`src/cmc_defs.svh`:
```
`ifndef CMC_DEFS_SVH
`define CMC_DEFS_SVH
// sampling clock period in ns
`define CMC_CLK_PERIOD_NS 25
// filter and limit times in ns, defaults only
`define CMC_WAKE_FLT1_NS 1000
`define CMC_WAKE_FLT2_NS 1000
`define CMC_WAKE_TO_NS 100000
`define CMC_TX_DOMINANT_LIMIT_NS 1000000
// timer width
`define CMC_TW 16
`define CMC_TZERO 16'h0000
`define CMC_TONE 16'h0001
`endif

```
`src/cmc_pkg.sv`:
```
package cmc_pkg;
    // wake detector states
    typedef enum logic [4:0] {
        WK_IDLE = 5'h01,
        WK_DOM1 = 5'h02,
        WK_REC  = 5'h04,
        WK_DOM2 = 5'h08,
        WK_AWAKE = 5'h10
    } cmc_wake_t;
    // bus side outputs
    typedef struct packed {
        logic drive;
        logic rxd_val;
        logic rxd_oe;
        logic pull_gnd;
    } cmc_bus_t;
    // whole module state
    typedef struct packed {
        logic [1:0] txd_s;
        logic [1:0] stb_s;
        logic [1:0] rx_s;
        logic [1:0] ot_s;
        logic [1:0] otc_s;
        logic [1:0] vio_s;
        logic [1:0] vdd_s;
        logic       txd_prev;
        logic       dom_lock;
        logic       ot_lock;
        logic [15:0] dom_cnt;
        logic [15:0] ph_cnt;
        logic [15:0] win_cnt;
        cmc_wake_t  wake;
        logic [1:0] buf_v;
        logic [1:0] buf_d;
        cmc_bus_t   outp;
    } cmc_state_t;
endpackage

```
`src/cmc_mode_ctrl.sv`:
```
`timescale 1ns/1ps
`include "cmc_defs.svh"
// Summary of operation
// RL1: standby when select high, normal when low
// RL2: normal: low transmit drives bus dominant
// RL3: normal: receive output driven, follows bus
// RL4: standby ignores transmit, drivers off
// RL5: standby releases receive to weak high
// RL6: wake needs dominant, recessive, dominant phases
// RL7: all phases within window or discarded
// RL8: after wake, receive driven and follows bus
// RL9: wake detection is a build option
// RL10: transmit low too long disables drivers
// RL11: drivers stay off until transmit high
// RL12: dominant timeout is a build option
// RL13: overtemperature switches drivers off immediately
// RL14: re-enable needs cool and falling transmit
// RL15: io undervoltage: all pins released, nothing
// RL16: undriven transmit treated high
// RL17: standby pull to ground only if wake-capable
// RL18: main undervoltage forces standby, wake kept
// RL19: permanent dominant never creates persistent wake
// RL20: durations counted on sampling clock
module cmc_mode_ctrl
    import cmc_pkg::*;
#(
    parameter bit        WAKE_EN   = 1'b1,
    parameter bit        TX_DOMINANT_LIMIT_EN  = 1'b1,
    parameter int        FLT1_CYC  = (`CMC_WAKE_FLT1_NS + `CMC_CLK_PERIOD_NS - 1) / `CMC_CLK_PERIOD_NS,
    parameter int        FLT2_CYC  = (`CMC_WAKE_FLT2_NS + `CMC_CLK_PERIOD_NS - 1) / `CMC_CLK_PERIOD_NS,
    parameter int        WTO_CYC   = `CMC_WAKE_TO_NS / `CMC_CLK_PERIOD_NS,
    parameter int        TX_DOMINANT_LIMIT_CYC = (`CMC_TX_DOMINANT_LIMIT_NS + `CMC_CLK_PERIOD_NS - 1) / `CMC_CLK_PERIOD_NS
) (
    // clock, reset, enable
    input  wire logic clk_sys_in,
    input  wire logic rst_in,
    input  wire logic ce_in,
    // controller pins; undriven pins arrive as high from pull-ups
    input  wire logic txd_in,
    input  wire logic standby_select_in,
    output logic      rxd_out,
    output logic      rxd_oe_out,
    // bus receiver and driver
    input  wire logic bus_dominant_in,
    output logic      bus_drive_out,
    output logic      bus_pull_gnd_out,
    output logic      bus_hiz_out,
    // supply and thermal monitors
    input  wire logic overtemp_threshold_in,
    input  wire logic overtemp_cool_in,
    input  wire logic io_supply_undervoltage_in,
    input  wire logic main_supply_undervoltage_in,
    // mode status
    output logic      normal_mode_out,
    output logic      wake_detected_out
);
    localparam logic [15:0] FLT1 = 16'(FLT1_CYC);   // first filter cycles
    localparam logic [15:0] FLT2 = 16'(FLT2_CYC);   // phase filter cycles
    localparam logic [15:0] WTO  = 16'(WTO_CYC);    // wake window cycles
    localparam logic [15:0] TDOM = 16'(TX_DOMINANT_LIMIT_CYC);  // dominant limit cycles

    cmc_state_t s;       // registered state
    cmc_state_t next_s;  // next state

    // synchronised views, second stage only
    logic txd, stb, rxb, hot, cool, viouv, vdduv;
    logic standby;   // effective standby
    logic txd_fall;  // falling edge on transmit
    logic drv_ok;    // drivers permitted
    logic tx_dom;    // wanted dominant, after buffer
    logic buf_in_rdy, buf_out_v;

    always_comb begin
        txd   = s.txd_s[1];
        stb   = s.stb_s[1];
        rxb   = s.rx_s[1];
        hot   = s.ot_s[1];
        cool  = s.otc_s[1];
        viouv = s.vio_s[1];
        vdduv = s.vdd_s[1];
        standby  = stb | vdduv;  // [RL1] [RL18]
        txd_fall = s.txd_prev & ~txd;
        // two-entry buffer carries transmit level to driver stage
        buf_in_rdy = ~s.buf_v[1];
        buf_out_v  = s.buf_v[0];
        tx_dom     = buf_out_v & ~s.buf_d[0];  // undriven high stays recessive [RL16]
        drv_ok     = ~s.dom_lock & ~s.ot_lock & ~hot;
    end

    // next-state logic for the whole block
    always_comb begin
        next_s = s;
        // two-stage synchronisers for every pin input
        next_s.txd_s = {s.txd_s[0], txd_in};
        next_s.stb_s = {s.stb_s[0], standby_select_in};
        next_s.rx_s  = {s.rx_s[0], bus_dominant_in};
        next_s.ot_s  = {s.ot_s[0], overtemp_threshold_in};
        next_s.otc_s = {s.otc_s[0], overtemp_cool_in};
        next_s.vio_s = {s.vio_s[0], io_supply_undervoltage_in};
        next_s.vdd_s = {s.vdd_s[0], main_supply_undervoltage_in};
        next_s.txd_prev = txd;

        // buffer: drain always ready, so never stalls in practice
        if (buf_out_v) begin
            next_s.buf_v = {1'b0, s.buf_v[1]};
            next_s.buf_d = {1'b1, s.buf_d[1]};
        end
        if (buf_in_rdy) begin
            if (next_s.buf_v[0]) begin
                next_s.buf_v[1] = 1'b1;
                next_s.buf_d[1] = txd;
            end else begin
                next_s.buf_v[0] = 1'b1;
                next_s.buf_d[0] = txd;
            end
        end

        // dominant timeout counter on sampling clock [RL20]
        if (txd) begin
            next_s.dom_cnt  = `CMC_TZERO;
            next_s.dom_lock = 1'b0;  // release on high level [RL11]
        end else if (TX_DOMINANT_LIMIT_EN && !standby) begin  // [RL12]
            if (s.dom_cnt >= TDOM) begin
                next_s.dom_lock = 1'b1;  // [RL10]
            end else begin
                next_s.dom_cnt = s.dom_cnt + `CMC_TONE;
            end
        end

        // overtemperature latch; set wins over release
        if (hot) begin
            next_s.ot_lock = 1'b1;  // [RL13]
        end else if (s.ot_lock && cool && txd_fall) begin
            next_s.ot_lock = 1'b0;  // [RL14]
        end

        // wake detector, runs only in standby
        if (!WAKE_EN || !standby || viouv) begin  // [RL9]
            next_s.wake    = WK_IDLE;
            next_s.ph_cnt  = `CMC_TZERO;
            next_s.win_cnt = `CMC_TZERO;
        end else begin
            if (s.wake != WK_IDLE && s.wake != WK_AWAKE) begin
                next_s.win_cnt = s.win_cnt + `CMC_TONE;
            end
            next_s.ph_cnt = s.ph_cnt + `CMC_TONE;
            unique case (s.wake)
                WK_IDLE: begin
                    next_s.ph_cnt  = `CMC_TZERO;
                    next_s.win_cnt = `CMC_TZERO;
                    if (rxb) next_s.wake = WK_DOM1;
                end
                WK_DOM1: begin
                    if (!rxb) begin
                        next_s.ph_cnt = `CMC_TZERO;
                        next_s.wake   = (s.ph_cnt > FLT1) ? WK_REC : WK_IDLE;  // [RL6]
                    end
                end
                WK_REC: begin
                    if (rxb) begin
                        next_s.ph_cnt = `CMC_TZERO;
                        next_s.wake   = (s.ph_cnt > FLT2) ? WK_DOM2 : WK_DOM1;  // [RL6]
                    end
                end
                WK_DOM2: begin
                    if (s.ph_cnt > FLT2) begin
                        next_s.wake = WK_AWAKE;  // [RL6]
                    end else if (!rxb) begin
                        next_s.ph_cnt = `CMC_TZERO;
                        next_s.wake   = WK_REC;
                    end
                end
                WK_AWAKE: begin
                    next_s.ph_cnt = s.ph_cnt;
                end
            endcase
            // window expiry discards sequence; stuck dominant restarts idle [RL7] [RL19]
            if (s.wake != WK_IDLE && s.wake != WK_AWAKE && s.win_cnt >= WTO) begin
                next_s.wake = WK_IDLE;
            end
        end

        // output stage, all registered
        if (viouv) begin
            next_s.outp = '0;  // unpowered: everything released [RL15]
        end else if (standby) begin
            next_s.outp.drive    = 1'b0;  // transmit ignored [RL4] [RL17]
            next_s.outp.pull_gnd = WAKE_EN;  // [RL17]
            if (s.wake == WK_AWAKE) begin
                next_s.outp.rxd_oe  = 1'b1;  // follow bus after wake [RL8]
                next_s.outp.rxd_val = ~rxb;
            end else begin
                next_s.outp.rxd_oe  = 1'b0;  // weak high via pull-up [RL5] [RL9]
                next_s.outp.rxd_val = 1'b1;
            end
        end else begin
            next_s.outp.drive    = tx_dom & drv_ok & ~hot;  // [RL2] [RL10] [RL13]
            next_s.outp.pull_gnd = 1'b0;
            next_s.outp.rxd_oe   = 1'b1;  // [RL3]
            next_s.outp.rxd_val  = ~rxb;  // [RL3]
        end
    end

    // state register with clock enable
    always_ff @(posedge clk_sys_in) begin
        if (rst_in) begin
            s <= '{txd_s: 2'h3, stb_s: 2'h3, rx_s: 2'h0, ot_s: 2'h0, otc_s: 2'h0,
                   vio_s: 2'h0, vdd_s: 2'h0, txd_prev: 1'b1, dom_lock: 1'b0, ot_lock: 1'b0,
                   dom_cnt: `CMC_TZERO, ph_cnt: `CMC_TZERO, win_cnt: `CMC_TZERO,
                   wake: WK_IDLE, buf_v: 2'h0, buf_d: 2'h3,
                   outp: '{drive: 1'b0, rxd_val: 1'b1, rxd_oe: 1'b0, pull_gnd: 1'b0}};
        end else if (ce_in) begin
            s <= next_s;
        end
    end

    // outputs
    assign bus_drive_out     = s.outp.drive;
    assign bus_pull_gnd_out  = s.outp.pull_gnd;
    assign rxd_out           = s.outp.rxd_val;
    assign rxd_oe_out        = s.outp.rxd_oe;
    assign bus_hiz_out       = s.vio_s[1];
    assign normal_mode_out   = ~(s.stb_s[1] | s.vdd_s[1]) & ~s.vio_s[1];
    assign wake_detected_out = (s.wake == WK_AWAKE);

    // checks
    chk_standby_no_drive: assert property (@(posedge clk_sys_in) disable iff (rst_in)
        ce_in && standby |=> !bus_drive_out) else $error("drive in standby");  // [RL4]
    chk_hot_no_drive: assert property (@(posedge clk_sys_in) disable iff (rst_in)
        ce_in && hot |=> !bus_drive_out) else $error("drive while hot");  // [RL13]
    chk_uv_released: assert property (@(posedge clk_sys_in) disable iff (rst_in)
        ce_in && viouv |=> !bus_drive_out && !rxd_oe_out && !bus_pull_gnd_out)
        else $error("pins not released");  // [RL15]
    chk_normal_rx_follow: assert property (@(posedge clk_sys_in) disable iff (rst_in)
        ce_in && !standby && !viouv |=> rxd_oe_out && (rxd_out == !$past(rxb)))
        else $error("receive not following");  // [RL3]
    chk_standby_rx_idle: assert property (@(posedge clk_sys_in) disable iff (rst_in)
        ce_in && standby && !viouv && s.wake != WK_AWAKE |=> !rxd_oe_out && rxd_out)
        else $error("receive not idle");  // [RL5]
    chk_dom_lock_hold: assert property (@(posedge clk_sys_in) disable iff (rst_in)
        ce_in && s.dom_lock && !txd |=> s.dom_lock) else $error("lock released early");  // [RL11]
    chk_ot_lock_hold: assert property (@(posedge clk_sys_in) disable iff (rst_in)
        ce_in && s.ot_lock && !(cool && txd_fall) |=> s.ot_lock) else $error("ot released early");  // [RL14]
    chk_window_bound: assert property (@(posedge clk_sys_in) disable iff (rst_in)
        s.wake != WK_IDLE && s.wake != WK_AWAKE |-> s.win_cnt <= WTO)
        else $error("window overrun");  // [RL7]
    chk_wake_option: assert property (@(posedge clk_sys_in) disable iff (rst_in)
        !WAKE_EN |-> s.wake == WK_IDLE) else $error("wake without option");  // [RL9]
endmodule

```
`config.mk`:
```
export PLATFORM = sky130hd
export DESIGN_NAME = cmc_mode_ctrl
export DESIGN_NICKNAME = d
export VERILOG_FILES = /design/src/cmc_pkg.sv /design/src/cmc_mode_ctrl.sv
export VERILOG_INCLUDE_DIRS = /design/src
export SDC_FILE = /design/constraint.sdc
export NUM_CORES = 1
export LEC_CHECK = 0
export BUFFER_PORTS_ARGS = -buffer_cell sky130_fd_sc_hd__buf_2
export CAP_MARGIN = 40
export CORE_ASPECT_RATIO = 1.4
export CORE_UTILIZATION = 45
export CTS_BUF_LIST = sky130_fd_sc_hd__clkbuf_4 sky130_fd_sc_hd__clkbuf_8
export DETAILED_ROUTE_END_ITERATION = 12
export PLACE_DENSITY = 0.72
export SYNTH_ARGS = -nofsm -noshare
export SYNTH_HDL_FRONTEND = slang
export SYNTH_SLANG_ARGS = --single-unit
```
`constraint.sdc`:
```
create_clock -name clk_sys_in -period 2.2 [get_ports clk_sys_in]
set_input_delay 0.22 -clock clk_sys_in [delete_from_list [all_inputs] [get_ports clk_sys_in]]
set_output_delay 0.22 -clock clk_sys_in [all_outputs]
set_load 0.01 [all_outputs]
```
==> results by group <==
Run status
  – Status: completed

Worst setup path
  – R2r setup slk: 190 ps
  – Worst EP required: around 2500 ps
  – Critical path data arrival time: 2300 ps
  – CP peak stage delay: 480 ps
  – Critical setup path kind: reg2reg
  – CP Capture Type: register
  – Worst setup SP type: register
  – CP max stage cell: or3b_2
  – Worst path cell trace: buf_4 -> nor3_1 -> nand2_1 -> nor2_1 -> a21oi_1 -> or3b_2 -> a31oi_1
  – CP Buf/Inv Count: 1
  – CP top delay family: simple AND/OR/NAND/NOR gates
  – Worst Path Max Fanout: 12

Synth
  – Synth unique cells: 62
  – Post-synth EDFFs: 0
  – Asr flop ratio synth: 0%
  – Syn nets: 452
  – Avg Cell Area, Syn: 8.61 µm²
  – Yosys warnings: 0
  – Syn Inst Count: 436
  – Area leader, netlist: dfxtp_1
  – Main synth FF type: dfxtp_1
  – Seq/Total Area, Yosys: about two fifths
  – FF+latch count, synth: 78
  – Yosys top cell area share: 41.6%
  – Synth area leaders: dfxtp_1 (42%), nor2_1 (7.9%), xor2_1 (6.3%)
  – Mapped Area: 3750 µm²

Placed design
  – Place WS: 233 ps
  – Port buffer count: 16
  – Post-DP HPWL: approximately 5.4 mm
  – Final weighted congestion in routability-driven placement: around 0.86

Clock tree
  – Hold buffer count at CTS: 0
  – TritonCTS sink count: 78
  – Worst-path clk slew: around 90 ps
  – Clock latency on the worst-skew pair: ~360 ps
  – CTS Buffer Depth: 2
  – # Post-CTS Setup Buffers: 0
  – CTS tree: built
  – H-Tree Depth: 3
  – Inserted Clock Buffers: 9
  – Resized Gates After CTS: 0
  – Root buf cell: clkbuf_8

Route
  – Drt first pass iters: 4
  – Vias after detailed routing: 3071
  – DR DRC count: 0
  – Via density: 5.43
  – Starting DRC count in detailed routing: 109
  – DRT antenna net count: 0
  – Wire per inst: ~13 µm
  – Detailed-route wire length: 7.52 mm

Floorplanning
  – Core area: 8100 µm²
  – Starting density of the core: 46.3%
  – Vert. Die Dim: 110 µm
  – Die W: 79.2 µm
  – # rows: 39
  – Num ports: 17
  – Die area: ~8700 µm²

STA
  – Tightest Pin Transition: 419 ps
  – Final setup vio count: 0
  – Final Slew Violations: 0
  – Crit share post-route: roughly 90%
  – Final Hold Vio Count: 0
  – Max_slew headroom: between 70% and 80%
  – Final worst slack: 194 ps
  – RSZ-0062 raised after global routing: false
  – Final min period: 2010 ps
  – Hold Slack: roughly 71 ps
  – Achievable Freq: roughly 0.50 GHz
  – Setup TNS: 0 ps
  – Fin Clk Skew: 15.9 ps

Cells and area
  – Layout Nets: 475
  – P&R area growth vs syn: 11.6%
  – Fillers: 805
  – Area of the multi-input gates: 2040 µm²
  – Layout cell share with drive strength beyond 1: 13.4%
  – Number of diodes: 0
  – Register area: approximately 1600 µm²
  – Post-layout util: 51.7%

Hold path
  – Hold Path Class: in2reg

Job
  – Max-Cap Viols: 0

Global routing
  – GRT Total Usage: a little under a fifth
  – Largest net degree at the start of global routing: 31
  – Vias in the first global route: 2982
  – Initial antenna violation count: 0
  – Total gr overflow: 0
  – Global-route wire length before repair: approximately 13 mm

Pwr
  – Power density cells: 692 nW/µm²
  – Worst ir drop on vdd: 449 µV
  – Leak: 1.55 nW
-- final cells by class --
type / instances / share of cell area [%]
timing repair buffer: 31 / 4.90
sequential: 78 / 37.3
clock buffer: 9 / 2.96
tap: 102 / 3.05
inverter: 13 / 1.17
clock inverter: 7 / 1.94
multi-input combinational: 326 / 48.7
-- final timing paths --
check,from,end,depth (start not counted)
hold reg to reg,s[5],s[5],1
setup reg to reg,s[9],s[10],7
hold / removal,txd_in,next_s[77],3
setup / recovery,s[9],s[10],7
-- tightest hold or removal path, cell delays in order --
cell     delay (ps)
buf_2            70
mux2i_1          60
nand2_1          60
-- Yosys cell counts, types with 7 or more instances --
cell type,instances
xnor2_1,9
nor4_1,7
o21ai_0,14
nand3_1,15
nand4_1,9
mux2i_1,13
nor2_1,79
xor2_1,27
clkbuf_1,9
nand2_1,42
and3_1,9
inv_1,11
dfxtp_1,78
a21oi_1,15
-- power by group --
group          switching [W]  internal, W  leakage [nW]
sequential         0.0000235      0.00144         0.632
combinational       0.000191     0.000141         0.817
clock               0.000561     0.000539         0.106
total               0.000776      0.00212          1.55
-- logic make-up (layout without fill, tap and decap cells) --
logic type	count (synthesis)	after routing	synth area share (%)
fa+ha+maj	6	6	2.00
xor+xnor	36	36	8.40
compound gates	77	77	15.4
buf+inv	32	60	4.03
simple gates	194	194	25.1
flops	78	78	41.6
mux	13	13	3.47
-- routing by layer --
layer	vias up	GRT usage [%]	wire length [µm]
met2	36	33.0	3780
li1	1575	-	-
met5	-	0	0
met4	0	10.5	174
met3	16	4.28	178
met1	1444	21.8	3400
-- cells in the final DEF (no fill, tap or decap), drive strengths merged, types with 3 or more instances in the layout --
| cell type | netlist | routed |
|---|---|---|
| o2111ai | 5 | 5 |
| and4 | 5 | 5 |
| a22oi | 3 | 3 |
| mux2i | 13 | 13 |
| nor4 | 8 | 8 |
| ha | 6 | 6 |
| dfxtp | 78 | 78 |
| o31ai | 4 | 4 |
| inv | 11 | 13 |
| buf | 10 | 31 |
| and2 | 3 | 3 |
| o21bai | 3 | 3 |
| nand3 | 15 | 15 |
| and3 | 11 | 11 |
| xnor2 | 9 | 9 |
| clkbuf | 9 | 9 |
| o21ai | 16 | 16 |
| xor2 | 27 | 27 |
| a31oi | 3 | 3 |
| a21oi | 16 | 16 |
| o211ai | 6 | 6 |
| clkinv | 2 | 6 |
| nor2 | 79 | 79 |
| nand2 | 42 | 42 |
| nand4 | 9 | 9 |
| nand3b | 3 | 3 |
| nor2b | 4 | 4 |
| nor3 | 5 | 5 |
-- per-stage QoR --
stage,power [W],cells,instance area [µm²]
finish,0.00290,566,4190
global route,0.00304,566,4190
CTS,0.00294,566,4190
detailed placement,0.00183,550,3980
global placement,0.00182,550,3980
floorplan,0.00173,436,3750
-- registers in the layout, summed over array words and instances (netlist names) --
| signal | count |
|---|---|
| next_s | 8 |
| rxd_oe_out | 1 |
| s | 61 |
| cool | 1 |
| rxb | 1 |
| rxd_out | 1 |
| bus_pull_gnd_out | 1 |
| hot | 1 |
| bus_hiz_out | 1 |
| bus_drive_out | 1 |
| buf_out_v | 1 |
Power figures use the tool's default switching activity.
